<file path="config.mk">
export PLATFORM = sky130hd
export DESIGN_NAME = guest_exit_cause_encoder
export DESIGN_NICKNAME = d
export VERILOG_FILES = /design/src/verilog/exit_cause_pkg.sv /design/src/verilog/guest_exit_cause_encoder.sv
export SDC_FILE = /design/constraint.sdc
export NUM_CORES = 1
export LEC_CHECK = 0
export BUFFER_PORTS_ARGS = -buffer_cell sky130_fd_sc_hd__buf_4
export CORE_MARGIN = 5
export CORE_UTILIZATION = 35
export CTS_CLUSTER_SIZE = 30
export DETAILED_ROUTE_END_ITERATION = 6
export GPL_ROUTABILITY_DRIVEN = 0
export PLACE_DENSITY_LB_ADDON = 0.25
export SLEW_MARGIN = 30
export SYNTH_ARGS = -nofsm -noshare
export SYNTH_HDL_FRONTEND = slang
export SYNTH_SLANG_ARGS = --single-unit
</file>
<file path="constraint.sdc">
create_clock -name i_clock -period 2.32 [get_ports i_clock]
set_input_delay 0 -clock i_clock [delete_from_list [all_inputs] [get_ports i_clock]]
set_output_delay 0 -clock i_clock [all_outputs]
set_load 0.02 [all_outputs]
</file>
<file path="src/verilog/exit_cause_pkg.sv">
package exit_cause_pkg;
  // Register byte offsets on the APB bus; ENTRY_FAIL_OFFSET is not decoded and answers with an error.
  localparam logic [7:0] CAUSE_OFFSET = 8'h00;
  localparam logic [7:0] CONTROL_OFFSET = 8'h04;
  localparam logic [7:0] STATUS_OFFSET = 8'h08;
  localparam logic [7:0] MASK_OFFSET = 8'h0c;
  localparam logic [7:0] ENTRY_FAIL_OFFSET = 8'h10;
  // Control register field positions.
  localparam int CTL_NMI_EXIT_BIT = 0;
  localparam int CTL_EXT_EXIT_BIT = 1;
  localparam int CTL_INTWIN_EXIT_BIT = 2;
  localparam int CTL_NMIWIN_EXIT_BIT = 3;
  localparam int CTL_HALT_EXIT_BIT = 4;
  localparam int CTL_WIDTH = 5;
  // Status register field positions.
  localparam int STS_EXIT_BIT = 0;
  localparam int STS_ENTRY_FAIL_BIT = 1;
  localparam int STS_WIDTH = 2;
  // Reset values.
  localparam logic [31:0] CAUSE_RESET = 32'h0000_0000;
  localparam logic [CTL_WIDTH-1:0] CTL_RESET = 5'h00;
  localparam logic [STS_WIDTH-1:0] MASK_RESET = 2'h0;
  // Basic reason codes.
  localparam logic [15:0] RSN_EXCEPTION_NMI = 16'h0000;
  localparam logic [15:0] RSN_EXT_INT = 16'h0001;
  localparam logic [15:0] RSN_TRIPLE_FAULT = 16'h0002;
  localparam logic [15:0] RSN_INIT = 16'h0003;
  localparam logic [15:0] RSN_STARTUP = 16'h0004;
  localparam logic [15:0] RSN_IO_SMI = 16'h0005;
  localparam logic [15:0] RSN_OTHER_SMI = 16'h0006;
  localparam logic [15:0] RSN_INT_WINDOW = 16'h0007;
  localparam logic [15:0] RSN_NMI_WINDOW = 16'h0008;
  localparam logic [15:0] RSN_TASK_SWITCH = 16'h0009;
  localparam logic [15:0] RSN_IDENTIFY = 16'h000a;
  localparam logic [15:0] RSN_SECURE_LEAF = 16'h000b;
  localparam logic [15:0] RSN_HALT = 16'h000c;
endpackage

</file>
<file path="src/verilog/guest_exit_cause_encoder.sv">
`timescale 1ns/100ps
// Encodes the cause of a guest exit and writes it to the control structure store.
module guest_exit_cause_encoder (
  input wire logic i_clock,
  input wire logic i_nrst,
  // APB slave.
  input wire logic i_psel,
  input wire logic i_penable,
  input wire logic i_pwrite,
  input wire logic [7:0] i_paddr,
  input wire logic [31:0] i_pwdata,
  output logic [31:0] o_prdata,
  output logic o_pready,
  output logic o_pslverr,
  // Core event inputs, sampled at an instruction boundary strobe; the entry failure inputs are taken in any cycle without a boundary exit.
  input wire logic i_boundary,
  input wire logic i_exception,
  input wire logic i_exception_bitmap_hit,
  input wire logic i_double_fault_invoke,
  input wire logic i_nmi,
  input wire logic i_external_interrupt,
  input wire logic i_init_signal,
  input wire logic i_startup_interprocessor_interrupt,
  input wire logic i_wait_for_startup_state,
  input wire logic i_system_management_interrupt,
  input wire logic i_after_io_retire,
  input wire logic i_interrupt_enable_flag,
  input wire logic i_set_interrupt_blocking,
  input wire logic i_stack_segment_load_blocking,
  input wire logic i_virtual_nmi_blocking,
  input wire logic i_task_switch,
  input wire logic i_processor_identify_instruction,
  input wire logic i_secure_env_leaf_instruction,
  input wire logic i_halt_instruction,
  input wire logic i_entry_fail,
  input wire logic [15:0] i_entry_fail_reason,
  // Write port into the guest control structure store, then the status interrupt.
  output logic o_store_valid,
  output logic [31:0] o_store_cause,
  output logic o_guest_exit,
  output logic o_irq
);

  // All block state in one packed struct.
  typedef struct packed {
    logic [31:0] cause;
    logic [exit_cause_pkg::CTL_WIDTH-1:0] ctl;
    logic [exit_cause_pkg::STS_WIDTH-1:0] sts;
    logic [exit_cause_pkg::STS_WIDTH-1:0] mask;
    logic store_valid;
    logic guest_exit;
    logic [31:0] rdata;
  } state_type;

  state_type state_q; // Registered state.
  state_type state_d; // Next state.
  logic exit_hit; // Some exit condition is true this boundary.
  logic [15:0] exit_reason; // Chosen basic reason.
  logic wr_en; // APB write in access phase.
  logic rd_en; // APB read in access phase.
  logic [exit_cause_pkg::STS_WIDTH-1:0] sts_set; // Events this cycle.

  // Read decode, used by the read path.
  function automatic logic [31:0] read_reg(input logic [7:0] addr, input state_type s);
    logic [31:0] v;
    v = 32'h0000_0000;
    unique case (addr)
      exit_cause_pkg::CAUSE_OFFSET: v = s.cause;
      exit_cause_pkg::CONTROL_OFFSET: v[exit_cause_pkg::CTL_WIDTH-1:0] = s.ctl;
      exit_cause_pkg::STATUS_OFFSET: v[exit_cause_pkg::STS_WIDTH-1:0] = s.sts;
      exit_cause_pkg::MASK_OFFSET: v[exit_cause_pkg::STS_WIDTH-1:0] = s.mask;
      default: v = 32'h0000_0000;
    endcase
    return v;
  endfunction

  // Address map check, so unmapped accesses answer with an error.
  function automatic logic addr_mapped(input logic [7:0] addr);
    return (addr == exit_cause_pkg::CAUSE_OFFSET) || (addr == exit_cause_pkg::CONTROL_OFFSET) ||
           (addr == exit_cause_pkg::STATUS_OFFSET) || (addr == exit_cause_pkg::MASK_OFFSET);
  endfunction

  // Priority encoder over all exit causes; first true branch wins.
  always_comb begin
    exit_hit = 1'b1;
    exit_reason = exit_cause_pkg::RSN_EXCEPTION_NMI;
    if (i_double_fault_invoke && i_exception && !i_exception_bitmap_hit) begin
      exit_reason = exit_cause_pkg::RSN_TRIPLE_FAULT;
    end else if (i_exception && i_exception_bitmap_hit) begin
      exit_reason = exit_cause_pkg::RSN_EXCEPTION_NMI;
    end else if (i_system_management_interrupt && i_after_io_retire) begin
      exit_reason = exit_cause_pkg::RSN_IO_SMI;
    end else if (i_system_management_interrupt) begin
      exit_reason = exit_cause_pkg::RSN_OTHER_SMI;
    end else if (i_init_signal) begin
      exit_reason = exit_cause_pkg::RSN_INIT;
    end else if (i_startup_interprocessor_interrupt && i_wait_for_startup_state) begin
      exit_reason = exit_cause_pkg::RSN_STARTUP;
    end else if (i_nmi && state_q.ctl[exit_cause_pkg::CTL_NMI_EXIT_BIT]) begin
      exit_reason = exit_cause_pkg::RSN_EXCEPTION_NMI;
    end else if (i_external_interrupt && state_q.ctl[exit_cause_pkg::CTL_EXT_EXIT_BIT]) begin
      exit_reason = exit_cause_pkg::RSN_EXT_INT;
    end else if (!i_virtual_nmi_blocking && !i_stack_segment_load_blocking &&
                 state_q.ctl[exit_cause_pkg::CTL_NMIWIN_EXIT_BIT]) begin
      exit_reason = exit_cause_pkg::RSN_NMI_WINDOW;
    end else if (i_interrupt_enable_flag && !i_set_interrupt_blocking &&
                 !i_stack_segment_load_blocking &&
                 state_q.ctl[exit_cause_pkg::CTL_INTWIN_EXIT_BIT]) begin
      exit_reason = exit_cause_pkg::RSN_INT_WINDOW;
    end else if (i_task_switch) begin
      exit_reason = exit_cause_pkg::RSN_TASK_SWITCH;
    end else if (i_processor_identify_instruction) begin
      exit_reason = exit_cause_pkg::RSN_IDENTIFY;
    end else if (i_secure_env_leaf_instruction) begin
      exit_reason = exit_cause_pkg::RSN_SECURE_LEAF;
    end else if (i_halt_instruction && state_q.ctl[exit_cause_pkg::CTL_HALT_EXIT_BIT]) begin
      exit_reason = exit_cause_pkg::RSN_HALT;
    end else begin
      exit_hit = 1'b0;
    end
  end

  // APB strobes; the slave answers in the first access cycle.
  assign wr_en = i_psel && i_penable && i_pwrite;
  assign rd_en = i_psel && i_penable && !i_pwrite;

  // Next-state logic: cause capture, registers and sticky status.
  always_comb begin
    state_d = state_q;
    state_d.store_valid = 1'b0;
    state_d.guest_exit = 1'b0;
    sts_set = '0;
    if (i_boundary && exit_hit) begin
      // Upper half is left zero; only one code is recorded.
      state_d.cause = {16'h0000, exit_reason};
      state_d.store_valid = 1'b1;
      state_d.guest_exit = 1'b1;
      sts_set[exit_cause_pkg::STS_EXIT_BIT] = 1'b1;
    end else if (i_entry_fail) begin
      // Entry failures use the same word layout as exits.
      state_d.cause = {16'h0000, i_entry_fail_reason};
      state_d.store_valid = 1'b1;
      sts_set[exit_cause_pkg::STS_ENTRY_FAIL_BIT] = 1'b1;
    end
    if (wr_en) begin
      if (i_paddr == exit_cause_pkg::CONTROL_OFFSET) begin
        state_d.ctl = i_pwdata[exit_cause_pkg::CTL_WIDTH-1:0];
      end
      if (i_paddr == exit_cause_pkg::STATUS_OFFSET) begin
        state_d.sts = state_q.sts & ~i_pwdata[exit_cause_pkg::STS_WIDTH-1:0];
      end
      if (i_paddr == exit_cause_pkg::MASK_OFFSET) begin
        state_d.mask = i_pwdata[exit_cause_pkg::STS_WIDTH-1:0];
      end
    end
    // A new event wins over a simultaneous clear.
    state_d.sts = state_d.sts | sts_set;
    if (rd_en) begin
      state_d.rdata = read_reg(i_paddr, state_q);
    end
  end

  // State register.
  always_ff @(posedge i_clock or negedge i_nrst) begin
    if (!i_nrst) begin
      state_q.cause <= exit_cause_pkg::CAUSE_RESET;
      state_q.ctl <= exit_cause_pkg::CTL_RESET;
      state_q.sts <= '0;
      state_q.mask <= exit_cause_pkg::MASK_RESET;
      state_q.store_valid <= 1'b0;
      state_q.guest_exit <= 1'b0;
      state_q.rdata <= 32'h0000_0000;
    end else begin
      state_q <= state_d;
    end
  end

  // Outputs: read data is combinational on the access cycle from registers.
  assign o_prdata = rd_en ? read_reg(i_paddr, state_q) : 32'h0000_0000;
  assign o_pready = 1'b1;
  assign o_pslverr = i_psel && i_penable && !addr_mapped(i_paddr);
  assign o_store_valid = state_q.store_valid;
  assign o_store_cause = state_q.cause;
  assign o_guest_exit = state_q.guest_exit;
  assign o_irq = |(state_q.sts & state_q.mask);

endmodule
</file>
### After elaboration in Yosys (flattened, before gate mapping)

Cells that the tools add are included.

| storage, ports and cells | value |
|---|---|
| flip-flop bits (word level) | 43 |
| input port bits | 81 |
| output and inout port bits | 69 |
| word-level logic and storage cells | 86 |

| cells by class | value |
|---|---|
| equal/unequal tests | 3 |
| mux-type cells | 41 |
| bitwise gates (word level) | 4 |
| reductions and logical operators | 32 |

Operator list:

| kind | count |
|---|---|
| $mux 32 | 3 |
| $mux 4 | 15 |
| $mux 27 | 1 |
| $logic_and 1x1->1 | 18 |
| $mux 1 | 18 |
| $eq 8x4->1 const B | 2 |
| $eq 8x3->1 const B | 1 |
| $logic_not 8->1 | 1 |
| $pmux 2 s4 | 1 |
| $logic_not 1->1 | 6 |
| $pmux 3 s2 | 1 |
| $and 2x2->2 | 2 |
| $mux 2 | 2 |
| $reduce_and 2->1 | 2 |
| $logic_or 1x1->1 | 3 |
| $not 2->2 | 1 |
| $or 2x2->2 | 1 |
| $reduce_bool 2->1 | 1 |
| $reduce_or 2->1 | 1 |

### Depth between registers and ports, before layout

| logic depth | value |
|---|---|
| depth in word-level cells | 18 |
| depth in mapped cells | 6 |
| gate-level depth less buffers | 4 |

### Worst setup path after synthesis

No wires, ideal clock.

| timing path | value |
|---|---|
| path type | register -> register |
| start | register state_q[39] in the netlist's numbering |
| end | register state_q (netlist bit o_store_cause[2]) |
| setup time | 0.125 ns |
| arrival time | 1.610 ns |
| required time | 2.195 ns |
| setup slack | 0.585 ns |
| stages on the path, launching flop included | 6 |
| path buffers | 1 |
| period minus slack after synthesis | 1.735 ns |
| cell sequence | dfrtp_1 a211oi_2 o211ai_1 o41a_1 buf_6 mux2_4 |

| on the way | value |
|---|---|
| word-level cells in the longest chain between the ends | 11 |
| elaborated cells on any way between the ends | 20 |
| classes of those cells | 17 x mux; 3 x reduce/logical |

RTL lines:

| what | RTL line | source |
|---|---|---|
| start: declaration | guest_exit_cause_encoder.sv:55 | `state_type state_q;` |
| start signal: assignment | guest_exit_cause_encoder.sv:174 | `state_q <= state_d;` |
| $logic_and 1x1->1 (*) | guest_exit_cause_encoder.sv:101 | `end else if (i_external_interrupt && state_q.ctl[exit_cause_pkg::CTL_EXT_EXIT_BIT]) begin` |
| $mux 1 | guest_exit_cause_encoder.sv:101 |  |
| $mux 1 | guest_exit_cause_encoder.sv:99 | `end else if (i_nmi && state_q.ctl[exit_cause_pkg::CTL_NMI_EXIT_BIT]) begin` |
| $mux 1 | guest_exit_cause_encoder.sv:97 | `end else if (i_startup_interprocessor_interrupt && i_wait_for_startup_state) begin` |
| $mux 1 | guest_exit_cause_encoder.sv:95 | `end else if (i_init_signal) begin` |
| $mux 1 | guest_exit_cause_encoder.sv:93 | `end else if (i_system_management_interrupt) begin` |
| $mux 1 | guest_exit_cause_encoder.sv:91 | `end else if (i_system_management_interrupt && i_after_io_retire) begin` |
| $mux 1 | guest_exit_cause_encoder.sv:89 | `end else if (i_exception && i_exception_bitmap_hit) begin` |
| $mux 1 | guest_exit_cause_encoder.sv:87 | `if (i_double_fault_invoke && i_exception && !i_exception_bitmap_hit) begin` |
| $logic_and 1x1->1 | guest_exit_cause_encoder.sv:133 | `if (i_boundary && exit_hit) begin` |
| $mux 32 or $reduce_bool 2->1 (tied branches) | -- |  |

Mark *: on every way between the ends. The rest lies on a longest branch, timed or not.
A chain may end at the register's enable or synchronous reset.

### Worst setup path after layout

| timing path | value |
|---|---|
| start | register state_q[39] in the netlist's numbering |
| end | register state_q (netlist bit o_store_cause[3]) |

Same word-level chain as after synthesis.

==> run_results.csv <==
group,metric,value,unit
power,peakVddDrop,0.3812,mV
clock_network,htreeDepth,1,
layout,fin_area,0.002701,sq mm
grt,grt_overflow,0,
synth,syn_inst,198,
synth,synth-simple-area-share,17.90,%
worst_setup_path,cp_cell_sequence,"a211oi_2 -> o211ai_1 -> o41a_1 -> buf_4 -> mux2i_1",
synth,synth_area,0.001999,sq mm
power,p_leak,1.375,nW
synth,synthAdderAreaFrac,0,%
synth,yosysWarnings,0,
sta,hold_viol,0,
worst_setup_path,start_kind,"flop",
layout,syn2layout_area_growth,35.11,%
clock_network,cts_resized,0,
route,drtIter0Drc,48,
min_path,hold_class,"primary input to flop",
clock_network,clock_latency,270,ps
placed_design,placed_cells,335,
synth,avgSynthCellArea,10.10,sq um
floorplan,coreArea,0.005540,sq mm
clock_network,cts.sink_count,27,
power,seqPwrFrac,45.9,%
clock_network,cts_made_buffers,3,
floorplan,die_y,85.58,microns
layout,instances_no_fill,357,
clock_network,cts_buffer_depth,2,
sta,period_needed,1957,ps
grt,grt_pass1_wl,7783,microns
floorplan,row_count,27,
layout,drive_gt1_share,40.70,%
grt,grt_max_degree,28,
sta,tns,0,ps
synth,synth_edf_count,0,
route,route.detailed.drc,0,
layout,mostFrequentLayoutCells,"buf_4 (91), conb_1 (33), dfrtp_1 (27)",
run,maxCapViolCount,0,
route,avgRoutedWirePerCell,14.24,microns
power,p_per_area,414.4,mW/mm^2
power,p_clk_share,24.0,%
layout,num_antenna_cells,0,
clock_network,clk_pin_slew,90,ps
worst_setup_path,path_max_fanout,13,
placed_design,place_area,0.002475,sq mm
worst_setup_path,crit_family,"compound AO/OA/AOI/OAI gates",
route,vias,1629,
floorplan,start_util,36.09,%
sta,fmax,510.9,MHz
sta,finalCritPeriodShare,84.37,%
sta,drv_slew,0,
layout,n_fill_cell,532,
layout,fin_nets,367,
grt,grt_pass1_vias,1576,
clock_network,root_buffer,"clkbuf_8",
route,ant_nets,0,
worst_setup_path,cp.required,2480,ps
synth,yosysTopAreaCellShare,33.79,%
route,firstDrtPassIters,4,
clock_network,ctsHoldBuffers,18,
floorplan,ioPinCount,150,
worst_setup_path,crit_type,"flop to flop",
worst_setup_path,cp.arrival,2120,ps
worst_setup_path,critPathMaxStageDelay,590,ps
worst_setup_path,end_kind,"flop",
synth,synth-main-ff-cell,"dfrtp_1",
sta,skew,2.388,ps
power,power_frac_comb,30.1,%
synth,synth_xor_area_share,0,%
status,status,"complete, no violations",
synth,synth_compound_area_share,8.886,%
power,internal_power,775.6,uW
worst_setup_path,critPathBufInv,1,
power,p_sw,343.8,uW
placed_design,io_buffers,89,
power,p_sw_share,30.72,%
synth,ys_ff_latch,27,
synth,ys_seq_area_share,33.79,%
sta,setup-violations-final,0,
route,viasPerCell,4.563,
sta,rsz0062_at_grt,"no",
floorplan,die_w,85.58,microns
synth,synthMuxAreaShare,18.15,%
route,wl,5082,microns
placed_design,dp_hpwl,3992,microns
synth,synth_top_area_cell,"dfrtp_1",
synth,synth_cell_types,48,
worst_setup_path,slowest_stage,"o41a_1",
synth,ys_top_cells_by_area,"dfrtp_1 (34%), buf_4 (18%), mux2i_1 (9.5%)",
power,p_total,1.119,mW
clock_network,tritoncts,"done",
synth,synth_top_family_by_area,"buffers and inverters",
grt,grt_usage,13.22,%
grt,antenna_found_initial,0,
synth,ys_async_sr_fraction,100.0,%
layout,mostFrequentLayoutCell,"buf_4",
floorplan,dieArea,0.007324,sq mm
clock_network,cts_setup_buffers,0,
final timing paths:
kind | to | start | slack, ps | cells past startpoint
max in group asynchronous | state_q[41] | i_nrst | 1880 | 2
min in group asynchronous | o_store_cause[8] | i_nrst | 170 | 2
min | o_store_cause[3] | i_entry_fail_reason[3] | 20 | 3
max | o_store_cause[3] | state_q[39] | 360 | 5
min reg2reg | state_q[36] | state_q[36] | 540 | 1
max reg2reg | o_store_cause[3] | state_q[39] | 360 | 5
metal layers:
layer  part of all wire (%)  wire (microns)  vias up  GRT usage, %
met5                      0               0        -             0
met4                   0.75              38        0         2.158
met3                    7.0             357        2         2.594
met2                     52            2630       64         22.53
met1                     40            2056      773         17.65
li1                       -               -      790             -
flip-flops by register name (all words and copies together), names as in the netlist:
name           count
o_store_valid      1
o_guest_exit       1
o_store_cause     16
state_q            9
layout make-up:
| type | count | area [sq um] | share of cell area, % |
|---|---|---|---|
| Timing Repair Buffer | 109 | 863.3 | 31.96 |
| Clock buffer | 3 | 41.29 | 1.528 |
| Tap cell | 72 | 90.09 | 3.335 |
| Clock inverter | 1 | 5.005 | 0.1853 |
| Inverter | 1 | 3.754 | 0.1390 |
| Multi-Input combinational cell | 144 | 1022 | 37.84 |
| Sequential cell | 27 | 675.6 | 25.01 |
power groups by stage:
stage / combinational [mW] / clock [mW] / sequential (mW)
2_1_floorplan: 0.244 / 0 / 0.519
3_3_place_gp: 0.311 / 0 / 0.523
3_5_place_dp: 0.314 / 0 / 0.524
4_1_cts: 0.340 / 0.283 / 0.515
5_1_grt: 0.364 / 0.306 / 0.519
6_report: 0.337 / 0.268 / 0.514
per-stage QoR:
| step | setup WS [ps] | hold WS (ps) | util [%] |
|---|---|---|---|
| 2_1_floorplan | 585.0 | -295.6 | - |
| 3_3_place_gp | 353.1 | -61.82 | 44.67 |
| 3_5_place_dp | 348.1 | -59.42 | 44.67 |
| 4_1_cts | 330.1 | 16.68 | 48.76 |
| 5_1_grt | 253.8 | 12.68 | 48.76 |
| 6_report | 362.5 | 17.34 | 48.76 |
synthesized netlist by cell type (2+ instances only):
cell type / count
buf_4: 49
dfrtp_1: 27
mux2i_1: 19
nor2_1: 17
and2_1: 12
mux2_2: 10
a21oi_1: 6
clkbuf_1: 4
nand2_1: 4
nand4_1: 4
nor3b_1: 3
buf_6: 2
conb_1: 2
mux4_2: 2
nor2b_1: 2
o21ai_0: 2
or3b_2: 2
worst min-delay path, cell delays in order:
cell and delay [ps]:
buf_4 80, mux2i_1 50, mux2i_1 110
logic make-up after synthesis:
group	count (synthesis)
buf+inv	58
flops	27
compound gates	23
other cells	2
simple gates	56
mux	32
Power figures use the tool's default switching activity.
